==> src/common/mcrs_defines.vh <==
`ifndef MCRS_DEFINES_VH
`define MCRS_DEFINES_VH

// Register widths
`define MCRS_IDENT_W 128
`define MCRS_OPCOND_W 32
`define MCRS_SPEC_W 128
`define MCRS_FEAT_W 64
`define MCRS_RCA_W 16
`define MCRS_STAT_W 512
`define MCRS_WORD_W 32
`define MCRS_STAT_WORDS 16

// Register selects on the read port
`define MCRS_SEL_IDENT 3'h0
`define MCRS_SEL_OPCOND 3'h1
`define MCRS_SEL_SPEC 3'h2
`define MCRS_SEL_FEAT 3'h3
`define MCRS_SEL_RCA 3'h4
`define MCRS_SEL_STAT 3'h5

// Last word index of each register
`define MCRS_IDENT_LAST 4'h3
`define MCRS_OPCOND_LAST 4'h0
`define MCRS_SPEC_LAST 4'h3
`define MCRS_FEAT_LAST 4'h1
`define MCRS_RCA_LAST 4'h0
`define MCRS_STAT_LAST 4'hf

// Command that rewrites the card-specific data
`define MCRS_CMD_REWRITE 6'h1b

// Fixed card-specific data fields
`define MCRS_LAYOUT_VER 2'h1
`define MCRS_ACC_TIME 8'h0e
`define MCRS_ACC_CYC 8'h00
`define MCRS_RATE_DEF 8'h32
`define MCRS_RATE_SDR104 8'h2b
`define MCRS_CMD_CLASS 12'h05b5
`define MCRS_RD_BLK_LEN 4'h9
`define MCRS_WR_BLK_LEN 4'h9
`define MCRS_ERASE_SECT 7'h7f
`define MCRS_PROT_GRP 7'h00
`define MCRS_WR_FACTOR 3'h2

// Writable field positions in the card-specific data
`define MCRS_FMT_GRP_BIT 15
`define MCRS_COPY_BIT 14
`define MCRS_PERM_BIT 13
`define MCRS_TMP_BIT 12
`define MCRS_FMT_HI 11
`define MCRS_FMT_LO 10

// Operating conditions: windows 2.7-3.6 V and 1.8 V switch accepted
`define MCRS_OC_RSV_LO 15'h0000
`define MCRS_OC_WINDOWS 9'h1ff
`define MCRS_OC_SWITCH 1'b1
`define MCRS_OC_RSV_HI 5'h00
`define MCRS_OC_CAP_BIT 30
`define MCRS_OC_READY_BIT 31

// Special-features register content
`define MCRS_FEAT_VALUE 64'h0205_8483_0000_0000

// Checksum polynomial x^7 + x^3 + 1
`define MCRS_CRC_POLY 7'h09
`define MCRS_CRC_MSG_W 120

`endif

==> src/hdl/mcrs_card_regs.v <==
// Notes on behaviour
// - Hold a 128-bit identity register used during card identification.
// - Hold a 32-bit operating-conditions register with voltage windows and power-up flag.
// - Hold 128-bit card-specific data; only some fields rewritable, only by command 27.
// - Hold a 64-bit special-features register reporting optional capabilities.
// - Hold a 16-bit relative address; unavailable while the card runs in SPI mode.
// - Hold a 512-bit status block with card features and lifetime data.
// - Identity layout: maker, application, name, revision, serial, zeros, date, checksum, one.
// - Operating bits 0-14 read 0; window bits 15 to 23 read 1.
// - Operating bit 24 reads 1 for 1.8 V switching; bits 25-29 reserved.
// - Operating bit 30 is capacity status; bit 31 is ready, 0 meaning busy.
// - Ready bit stays low until the internal power-up routine has finished.
// - Access-time value 00001110 at 119:112, clock-cycle part zero at 111:104.
// - Transfer rate at 103:96: 00110010 default, 00101011 for SDR104.
// - Command-class mask 010110110101 at bits 95:84.
// - Read block length code 1001 at bits 83:80.
// - Bits 79 to 76 read zero: no partial, misaligned or driver-stage support.
// - Bit 46 reads 1 for single-block erase; sector size 1111111 at 45:39.
// - Protect group size zero at 38:32; group protect enable bit 31 zero.
`timescale 1ns/10ps
`include "mcrs_defines.vh"

module mcrs_card_regs #(
    parameter [7:0] MAKER_CODE = 8'h01,           // Arbitrary neutral value
    parameter [15:0] APP_CODE = 16'h4142,         // Arbitrary neutral value
    parameter [39:0] PRODUCT_NAME = 40'h41_4243_4445, // Arbitrary neutral value
    parameter [7:0] PRODUCT_REV = 8'h10,          // Arbitrary neutral value
    parameter [11:0] MAKE_DATE = 12'h0001         // Arbitrary neutral value
) (
    input wire i_sys_clk,
    input wire i_rst,
    input wire i_ce,
    input wire i_spi_mode,
    input wire i_power_up_done,
    input wire i_capacity_high,
    input wire i_sdr104_mode,
    input wire [21:0] i_device_size,
    input wire [31:0] i_serial_number,
    input wire i_rca_load,
    input wire [15:0] i_rca_value,
    input wire i_stat_wr,
    input wire [3:0] i_stat_word,
    input wire [31:0] i_stat_data,
    input wire i_rd_req,
    input wire [2:0] i_rd_sel,
    input wire [3:0] i_rd_word,
    input wire i_prog_req,
    input wire [5:0] i_prog_cmd,
    input wire [127:0] i_prog_data,
    output reg o_rd_valid,
    output reg [31:0] o_rd_data,
    output reg o_rd_error,
    output reg o_prog_done,
    output reg o_prog_error,
    output reg o_ready,
    output reg o_tmp_protect,
    output reg o_perm_protect
);

    // Checksum over a 120-bit message, most significant bit first
    // The caller appends the always-one bit below the checksum
    function [6:0] mcrs_crc7;
        input [119:0] msg;
        integer i;
        reg [6:0] crc;
        reg fb;
        begin
            crc = 7'h00;
            fb = 1'b0;
            for (i = `MCRS_CRC_MSG_W - 1; i >= 0; i = i - 1) begin
                fb = msg[i] ^ crc[6];
                crc = {crc[5:0], 1'b0};
                if (fb) begin
                    crc = crc ^ `MCRS_CRC_POLY;
                end
            end
            mcrs_crc7 = crc;
        end
    endfunction

    // Picks one 32-bit word out of a 128-bit register, word 0 lowest
    function [31:0] mcrs_pick128;
        input [127:0] val;
        input [1:0] idx;
        begin
            case (idx)
                2'h0: mcrs_pick128 = val[31:0];
                2'h1: mcrs_pick128 = val[63:32];
                2'h2: mcrs_pick128 = val[95:64];
                default: mcrs_pick128 = val[127:96];
            endcase
        end
    endfunction

    // Last legal word index of a register select
    function [3:0] mcrs_last_word;
        input [2:0] sel;
        begin
            case (sel)
                `MCRS_SEL_IDENT: mcrs_last_word = `MCRS_IDENT_LAST;
                `MCRS_SEL_OPCOND: mcrs_last_word = `MCRS_OPCOND_LAST;
                `MCRS_SEL_SPEC: mcrs_last_word = `MCRS_SPEC_LAST;
                `MCRS_SEL_FEAT: mcrs_last_word = `MCRS_FEAT_LAST;
                `MCRS_SEL_RCA: mcrs_last_word = `MCRS_RCA_LAST;
                default: mcrs_last_word = `MCRS_STAT_LAST;
            endcase
        end
    endfunction

    // Select decodes that exist as registers at all
    function mcrs_sel_known;
        input [2:0] sel;
        begin
            mcrs_sel_known = (sel <= `MCRS_SEL_STAT);
        end
    endfunction

    // Power-up, address and writable-field state
    reg ready_reg;
    reg ready_next;
    reg [15:0] rca_reg;
    reg fmt_grp_reg;
    reg copy_reg;
    reg perm_reg;
    reg tmp_reg;
    reg [1:0] fmt_reg;
    reg once_used_reg;
    // Status block words, word 0 holds bits 31:0
    reg [31:0] stat_mem [0:`MCRS_STAT_WORDS-1];
    // Loop index for clearing the status block
    integer k;

    // Assembled register images
    wire [119:0] ident_msg;
    wire [127:0] ident_val;
    wire [31:0] opcond_val;
    wire [14:0] oc_reserved_lo;
    wire [8:0] oc_windows;
    wire oc_switch_ok;
    wire [4:0] oc_reserved_hi;
    wire oc_capacity;
    wire [119:0] spec_msg;
    wire [127:0] spec_val;
    wire [63:0] feat_val;
    wire [7:0] rate_code;
    // Read and rewrite decode
    wire rd_sel_ok;
    wire rd_word_ok;
    wire rd_hidden;
    wire rd_legal;
    wire prog_legal;
    wire prog_take;
    wire once_open;
    // Word picked for the read port
    reg [31:0] rd_word_val;

    // Identity register, checksum and trailing one appended
    assign ident_msg = {MAKER_CODE, APP_CODE, PRODUCT_NAME, PRODUCT_REV, i_serial_number,
                        4'h0, MAKE_DATE};
    assign ident_val = {ident_msg, mcrs_crc7(ident_msg), 1'b1};

    // Reserved bits 0 to 3 and the low windows up to 2.7 V read zero
    assign oc_reserved_lo = `MCRS_OC_RSV_LO;
    // Windows from 2.7 V to 3.6 V in 0.1 V steps are all supported
    assign oc_windows = `MCRS_OC_WINDOWS;
    // Switching to 1.8 V signalling is accepted; bits 25 to 29 are reserved
    assign oc_switch_ok = `MCRS_OC_SWITCH;
    assign oc_reserved_hi = `MCRS_OC_RSV_HI;
    // Capacity status means nothing while busy, so it reads zero until ready
    assign oc_capacity = ready_reg & i_capacity_high;
    // Operating word, ready flag on top
    assign opcond_val = {ready_reg, oc_capacity, oc_reserved_hi, oc_switch_ok, oc_windows,
                         oc_reserved_lo};

    // Transfer rate follows the active bus mode
    assign rate_code = i_sdr104_mode ? `MCRS_RATE_SDR104 : `MCRS_RATE_DEF;

    // Card-specific data down to bit 8, reserved fields held at zero
    assign spec_msg = {
        `MCRS_LAYOUT_VER,
        6'h00,
        `MCRS_ACC_TIME,
        `MCRS_ACC_CYC,
        rate_code,
        `MCRS_CMD_CLASS,
        `MCRS_RD_BLK_LEN,
        4'h0,
        6'h00,
        i_device_size,
        1'b0,
        1'b1,
        `MCRS_ERASE_SECT,
        `MCRS_PROT_GRP,
        1'b0,
        2'h0,
        `MCRS_WR_FACTOR,
        `MCRS_WR_BLK_LEN,
        1'b0,
        5'h00,
        fmt_grp_reg,
        copy_reg,
        perm_reg,
        tmp_reg,
        fmt_reg,
        2'h0
    };
    assign spec_val = {spec_msg, mcrs_crc7(spec_msg), 1'b1};

    // Special-features content is fixed
    assign feat_val = `MCRS_FEAT_VALUE;

    // A read needs a known register and a word inside it
    assign rd_sel_ok = mcrs_sel_known(i_rd_sel);
    assign rd_word_ok = (i_rd_word <= mcrs_last_word(i_rd_sel));
    // The relative address does not exist while the card runs in SPI mode
    assign rd_hidden = i_spi_mode && (i_rd_sel == `MCRS_SEL_RCA);
    // Refused reads answer with an error and zero data
    assign rd_legal = rd_sel_ok && rd_word_ok && !rd_hidden;

    // Only the rewrite command reaches the writable fields
    assign prog_legal = (i_prog_cmd == `MCRS_CMD_REWRITE);
    assign prog_take = i_prog_req && prog_legal;
    // Once-only fields stay open until the first legal rewrite after reset
    assign once_open = prog_take && !once_used_reg;

    // Word selection for the read port
    always @* begin
        rd_word_val = 32'h0000_0000;
        case (i_rd_sel)
            `MCRS_SEL_IDENT: begin
                rd_word_val = mcrs_pick128(ident_val, i_rd_word[1:0]);
            end
            `MCRS_SEL_OPCOND: begin
                rd_word_val = opcond_val;
            end
            `MCRS_SEL_SPEC: begin
                rd_word_val = mcrs_pick128(spec_val, i_rd_word[1:0]);
            end
            `MCRS_SEL_FEAT: begin
                rd_word_val = i_rd_word[0] ? feat_val[63:32] : feat_val[31:0];
            end
            `MCRS_SEL_RCA: begin
                rd_word_val = {16'h0000, rca_reg};
            end
            `MCRS_SEL_STAT: begin
                rd_word_val = stat_mem[i_rd_word];
            end
            default: begin
                rd_word_val = 32'h0000_0000;
            end
        endcase
    end

    // Ready is sticky once power-up has finished, cleared only by reset
    always @* begin
        ready_next = ready_reg | i_power_up_done;
    end

    // Power-up state and published relative address
    always @(posedge i_sys_clk) begin
        if (i_rst) begin
            ready_reg <= 1'b0;
            rca_reg <= 16'h0000;
        end else if (i_ce) begin
            ready_reg <= ready_next;
            // Address loads are ignored in SPI mode, where it does not exist
            if (i_rca_load && !i_spi_mode) begin
                rca_reg <= i_rca_value;
            end
        end
    end

    // Status block, updated word by word by the card's own logic
    always @(posedge i_sys_clk) begin
        if (i_rst) begin
            for (k = 0; k < `MCRS_STAT_WORDS; k = k + 1) begin
                stat_mem[k] <= 32'h0000_0000;
            end
        end else if (i_ce && i_stat_wr) begin
            stat_mem[i_stat_word] <= i_stat_data;
        end
    end

    // Rewrite of the writable fields; once-only fields lock after the first rewrite
    always @(posedge i_sys_clk) begin
        if (i_rst) begin
            fmt_grp_reg <= 1'b0;
            copy_reg <= 1'b0;
            perm_reg <= 1'b0;
            tmp_reg <= 1'b0;
            fmt_reg <= 2'h0;
            once_used_reg <= 1'b0;
            o_prog_done <= 1'b0;
            o_prog_error <= 1'b0;
        end else if (i_ce) begin
            // Every request is answered; only a wrong command is flagged
            o_prog_done <= i_prog_req;
            o_prog_error <= i_prog_req && !prog_legal;
            if (prog_take) begin
                // Temporary protection follows every legal rewrite
                tmp_reg <= i_prog_data[`MCRS_TMP_BIT];
                if (once_open) begin
                    fmt_grp_reg <= i_prog_data[`MCRS_FMT_GRP_BIT];
                    copy_reg <= i_prog_data[`MCRS_COPY_BIT];
                    perm_reg <= i_prog_data[`MCRS_PERM_BIT];
                    fmt_reg <= i_prog_data[`MCRS_FMT_HI:`MCRS_FMT_LO];
                    once_used_reg <= 1'b1;
                end
                // Read-only bits of the written image are dropped here
            end
        end
    end

    // Read answer, one cycle after the request
    always @(posedge i_sys_clk) begin
        if (i_rst) begin
            o_rd_valid <= 1'b0;
            o_rd_data <= 32'h0000_0000;
            o_rd_error <= 1'b0;
        end else if (i_ce) begin
            o_rd_valid <= i_rd_req;
            o_rd_error <= i_rd_req && !rd_legal;
            // Data stands until the next taken read
            if (i_rd_req) begin
                o_rd_data <= rd_legal ? rd_word_val : 32'h0000_0000;
            end
        end
    end

    // Status outputs that steer the rest of the card
    always @(posedge i_sys_clk) begin
        if (i_rst) begin
            o_ready <= 1'b0;
            o_tmp_protect <= 1'b0;
            o_perm_protect <= 1'b0;
        end else if (i_ce) begin
            o_ready <= ready_reg;
            o_tmp_protect <= tmp_reg;
            o_perm_protect <= perm_reg;
        end
    end

endmodule // mcrs_card_regs

==> config.mk <==
export PLATFORM = sky130hd
export DESIGN_NAME = mcrs_card_regs
export DESIGN_NICKNAME = d
export VERILOG_FILES = /design/src/hdl/mcrs_card_regs.v
export VERILOG_INCLUDE_DIRS = /design/src /design/src/common
export SDC_FILE = /design/constraint.sdc
export NUM_CORES = 1
export LEC_CHECK = 0
export BUFFER_PORTS_ARGS = -buffer_cell sky130_fd_sc_hd__buf_2
export CORE_AREA = 2 2 295 180
export CTS_BUF_LIST = sky130_fd_sc_hd__clkbuf_16
export DETAILED_ROUTE_END_ITERATION = 10
export DIE_AREA = 0 0 297 182
export PLACE_DENSITY = 0.76
export SYNTH_ARGS = -nofsm -noshare
export SYNTH_HDL_FRONTEND = slang
export SYNTH_SLANG_ARGS = --single-unit
==> constraint.sdc <==
create_clock -name i_sys_clk -period 2.4 [get_ports i_sys_clk]
set_clock_uncertainty 0.15 [all_clocks]
set_input_delay 0 -clock i_sys_clk [delete_from_list [all_inputs] [get_ports i_sys_clk]]
set_output_delay 0 -clock i_sys_clk [all_outputs]
set_load 0.02 [all_outputs]
==> impl_metrics.json <==
{
  "fp.dieH_um": 182,
  "combPwrFrac_pct": 18.8,
  "wl_per_cell_um": 28.75,
  "rows": 65,
  "tightest_slew_ps": 917.3,
  "routed_wl_um": 87750,
  "crit_path_start_kind": "flop",
  "fp.coreArea_sq_um": 51720,
  "drv_slew": 0,
  "fin_crit_sh_pct": 99.59,
  "drv_cap": 0,
  "end_kind": "flop",
  "first_pass_iters": 6,
  "grt_use_total_pct": 32.78,
  "final_core_util_pct": 64.86,
  "grt_pass1_vias": 18555,
  "r2r_start": "stat_mem[3][5]",
  "clk_latency_ps": 620,
  "pwr-share-seq_pct": 48.0,
  "final_cell_area_sq_um": 33550,
  "crit_arrival_ps": 2700,
  "yosysWarnings": 0,
  "timing.final.crit_period_ps": 2390,
  "min_path_type": "in2reg",
  "largest_register_ffs": 512,
  "root_buffer": "clkbuf_16",
  "synth_area_leaders": "edfxtp_1 56%, mux4_2 13%, and2_1 12%, dfxtp_1 4.6%, xnor2_1 2.2%",
  "synth_fp_nets": 2178,
  "start_util_pct": 53.21,
  "yosys.area.top_type": "edfxtp_1",
  "htreeDepth": 2,
  "cp_max_fo": 1,
  "vdd_drop_max_uv": 790.0,
  "synth-edff-count": 512,
  "netlist_area_sq_um": 27530,
  "setup_viol": 0,
  "cts_tree": "built",
  "cts_inserted_buffers": 52,
  "cts.path.max_buffers": 3,
  "avgSynthCellArea_sq_um": 14.37,
  "grt_overflow_total": 0,
  "crit_end": "o_rd_data[5]",
  "rsz0062_at_grt": "true",
  "synthArstFlopShare_pct": 0,
  "cp_cell_sequence": "mux4_2 > mux4_2 > nand2_1 > o211ai_1 > a221oi_1 > nor3_1",
  "grt_pass1_wl_um": 126800,
  "yosysSeqAreaShare_pct": 60.44,
  "critPathLaunch": "stat_mem[3][5]",
  "cp_slowest_cell": "mux4_2",
  "path_class": "reg2reg",
  "vias": 18528,
  "dpl_cell_area_sq_um": 30600,
  "synth_cells": 1916,
  "worstPathRequired_ps": 2710,
  "crit_top_cell": "mux4_2",
  "syn_to_final_growth_pct": 21.89,
  "clk_pin_slew_ps": 70,
  "synthTopCellsByCount": "512 x and2_1, 512 x edfxtp_1, 160 x mux4_2",
  "p_sw_mw": 6.205,
  "place_ws_ps": -229.9,
  "dieArea_sq_um": 54050,
  "yosys_most_used_dff": "edfxtp_1",
  "dieWidth_um": 297,
  "r2r_setup_slack_ps": 10,
  "p_int_mw": 17.80,
  "fin_total_pwr_mw": 24.01,
  "slew_headroom_pct": 38.07,
  "synth_top_area_share_pct": 55.86,
  "port-buffer-count": 174,
  "fin_cells": 3052,
  "dp_hpwl_um": 54310,
  "cellPowerDensity_nw_per_um2": 715.6,
  "drc": 0,
  "placed_cells": 2832,
  "p_sw_share_pct": 25.84,
  "r2r_cells": 6,
  "drive_above_1_share_pct": 28.11,
  "max_stage_delay_ps": 550,
  "r2r_end": "o_rd_data[5]",
  "ys_types": 59,
  "io_pins": 297,
  "antenna_found_initial": 6,
  "ys_ff_latch": 575,
  "viasPerCell": 6.071,
  "clockPowerShare_pct": 33.2,
  "cts_sinks": 575,
  "gp_congestion": 1.043,
  "hold_viol_final": 0,
  "status": "complete, no violations",
  "grt_max_degree": 47,
  "nets": 2564,
  "setup_ws_ps": 9.921,
  "p_leak_nw": 12.31,
  "first_iter_violations": 2433,
  "clock.fmax_mhz": 418.4,
  "antenna_left": 0
}
## worst max-delay path: cells and delay by family, from the launching register on
kind / cells / cell delay [ps]
flops: 1 / 380
compound gates: 2 / 400
simple gates: 2 / 250
mux: 2 / 1050
## final cells by class
class                           count  area, sq um
Antenna cell                        5        12.51
Clock buffer                       54         1351
Clock inverter                     42        240.2
Fill cell                        3713        18170
Inverter                            4        15.01
Multi-Input combinational cell   1185        10500
Sequential cell                   575        16640
Tap cell                          703        879.6
Timing Repair Buffer              484         3913
## power groups by stage
stage	registers, mW	clock network [mW]	logic, mW
5_1_grt	11.5	8.40	4.69
3_5_place_dp	11.7	0	4.06
2_1_floorplan	11.7	0	2.32
3_3_place_gp	11.7	0	4.06
6_report	11.5	7.97	4.52
4_1_cts	11.5	8.00	4.24
## metal layers
| layer | routed length (um) | vias up | track usage, % | share of wire (%) |
|---|---|---|---|---|
| met5 | 0 | - | 0 | 0 |
| met4 | 2710 | 0 | 9.273 | 3.1 |
| met3 | 12570 | 181 | 11.52 | 14 |
| met2 | 37830 | 1301 | 47.40 | 43 |
| met1 | 34630 | 9277 | 47.16 | 39 |
| li1 | - | 7769 | - | - |
## cells by family after synthesis
logic type               synth area share (%)
adder cells (fa/ha/maj)                0.1818
AND/OR/NAND/NOR                         15.21
multiplexers                            13.46
AO/OA/AOI/OAI                           3.673
XOR/XNOR                                4.673
flip-flops                              60.44
buffers and inverters                   2.373
## stage by stage
stage | hold WS, ps | setup TNS (ps)
global route | 51.49 | -15.75
finish | 12.47 | 0
floorplan | -14.04 | 0
detailed placement | 101.1 | -860.5
CTS | 1.529 | 0
global placement | 87.68 | -698.9
## how the worst min path moves through the flow
| stage | endpoint | from | depth (start not counted) |
|---|---|---|---|
| after global routing | o_rd_data[20] | i_rd_sel[2] | 6 |
| after floorplan | rca_reg[2] | i_rca_value[2] | 2 |
| final | o_rd_data[1] | i_serial_number[9] | 6 |
| after CTS | o_rd_data[1] | i_serial_number[9] | 6 |
| after detailed placement | fmt_grp_reg | i_prog_data[15] | 3 |
| after global placement | fmt_grp_reg | i_prog_data[15] | 3 |
## cell usage in the layout (no fill, tap or decap), types with 11 or more instances in the layout
cell type      instances
dlygate4sd3_1        119
nor2_1                68
buf_2                172
and2_1               512
buf_12                32
clkbuf_16             54
inv_1                 18
xnor3_1               12
buf_4                159
o21ai_0               16
dfxtp_1               63
clkinv_1              13
edfxtp_1             512
xnor2_1               60
a31oi_1               11
mux4_2               160
nor2_4                11
nand2_1               82
or2_2                 18
a221oi_1              12
a21oi_1               77
xor2_1                20
xnor2_2               15
## what timing repair did
action / in CTS / in global routing
endpoints found under the hold margin: 574 / 0
buffers inserted: 0 / 0
hold buffers: 119 / 0
gates resized for setup: 0 / 21
endpoints found under the setup margin: 0 / 6
Note: power is estimated with default switching activity, not from simulation.
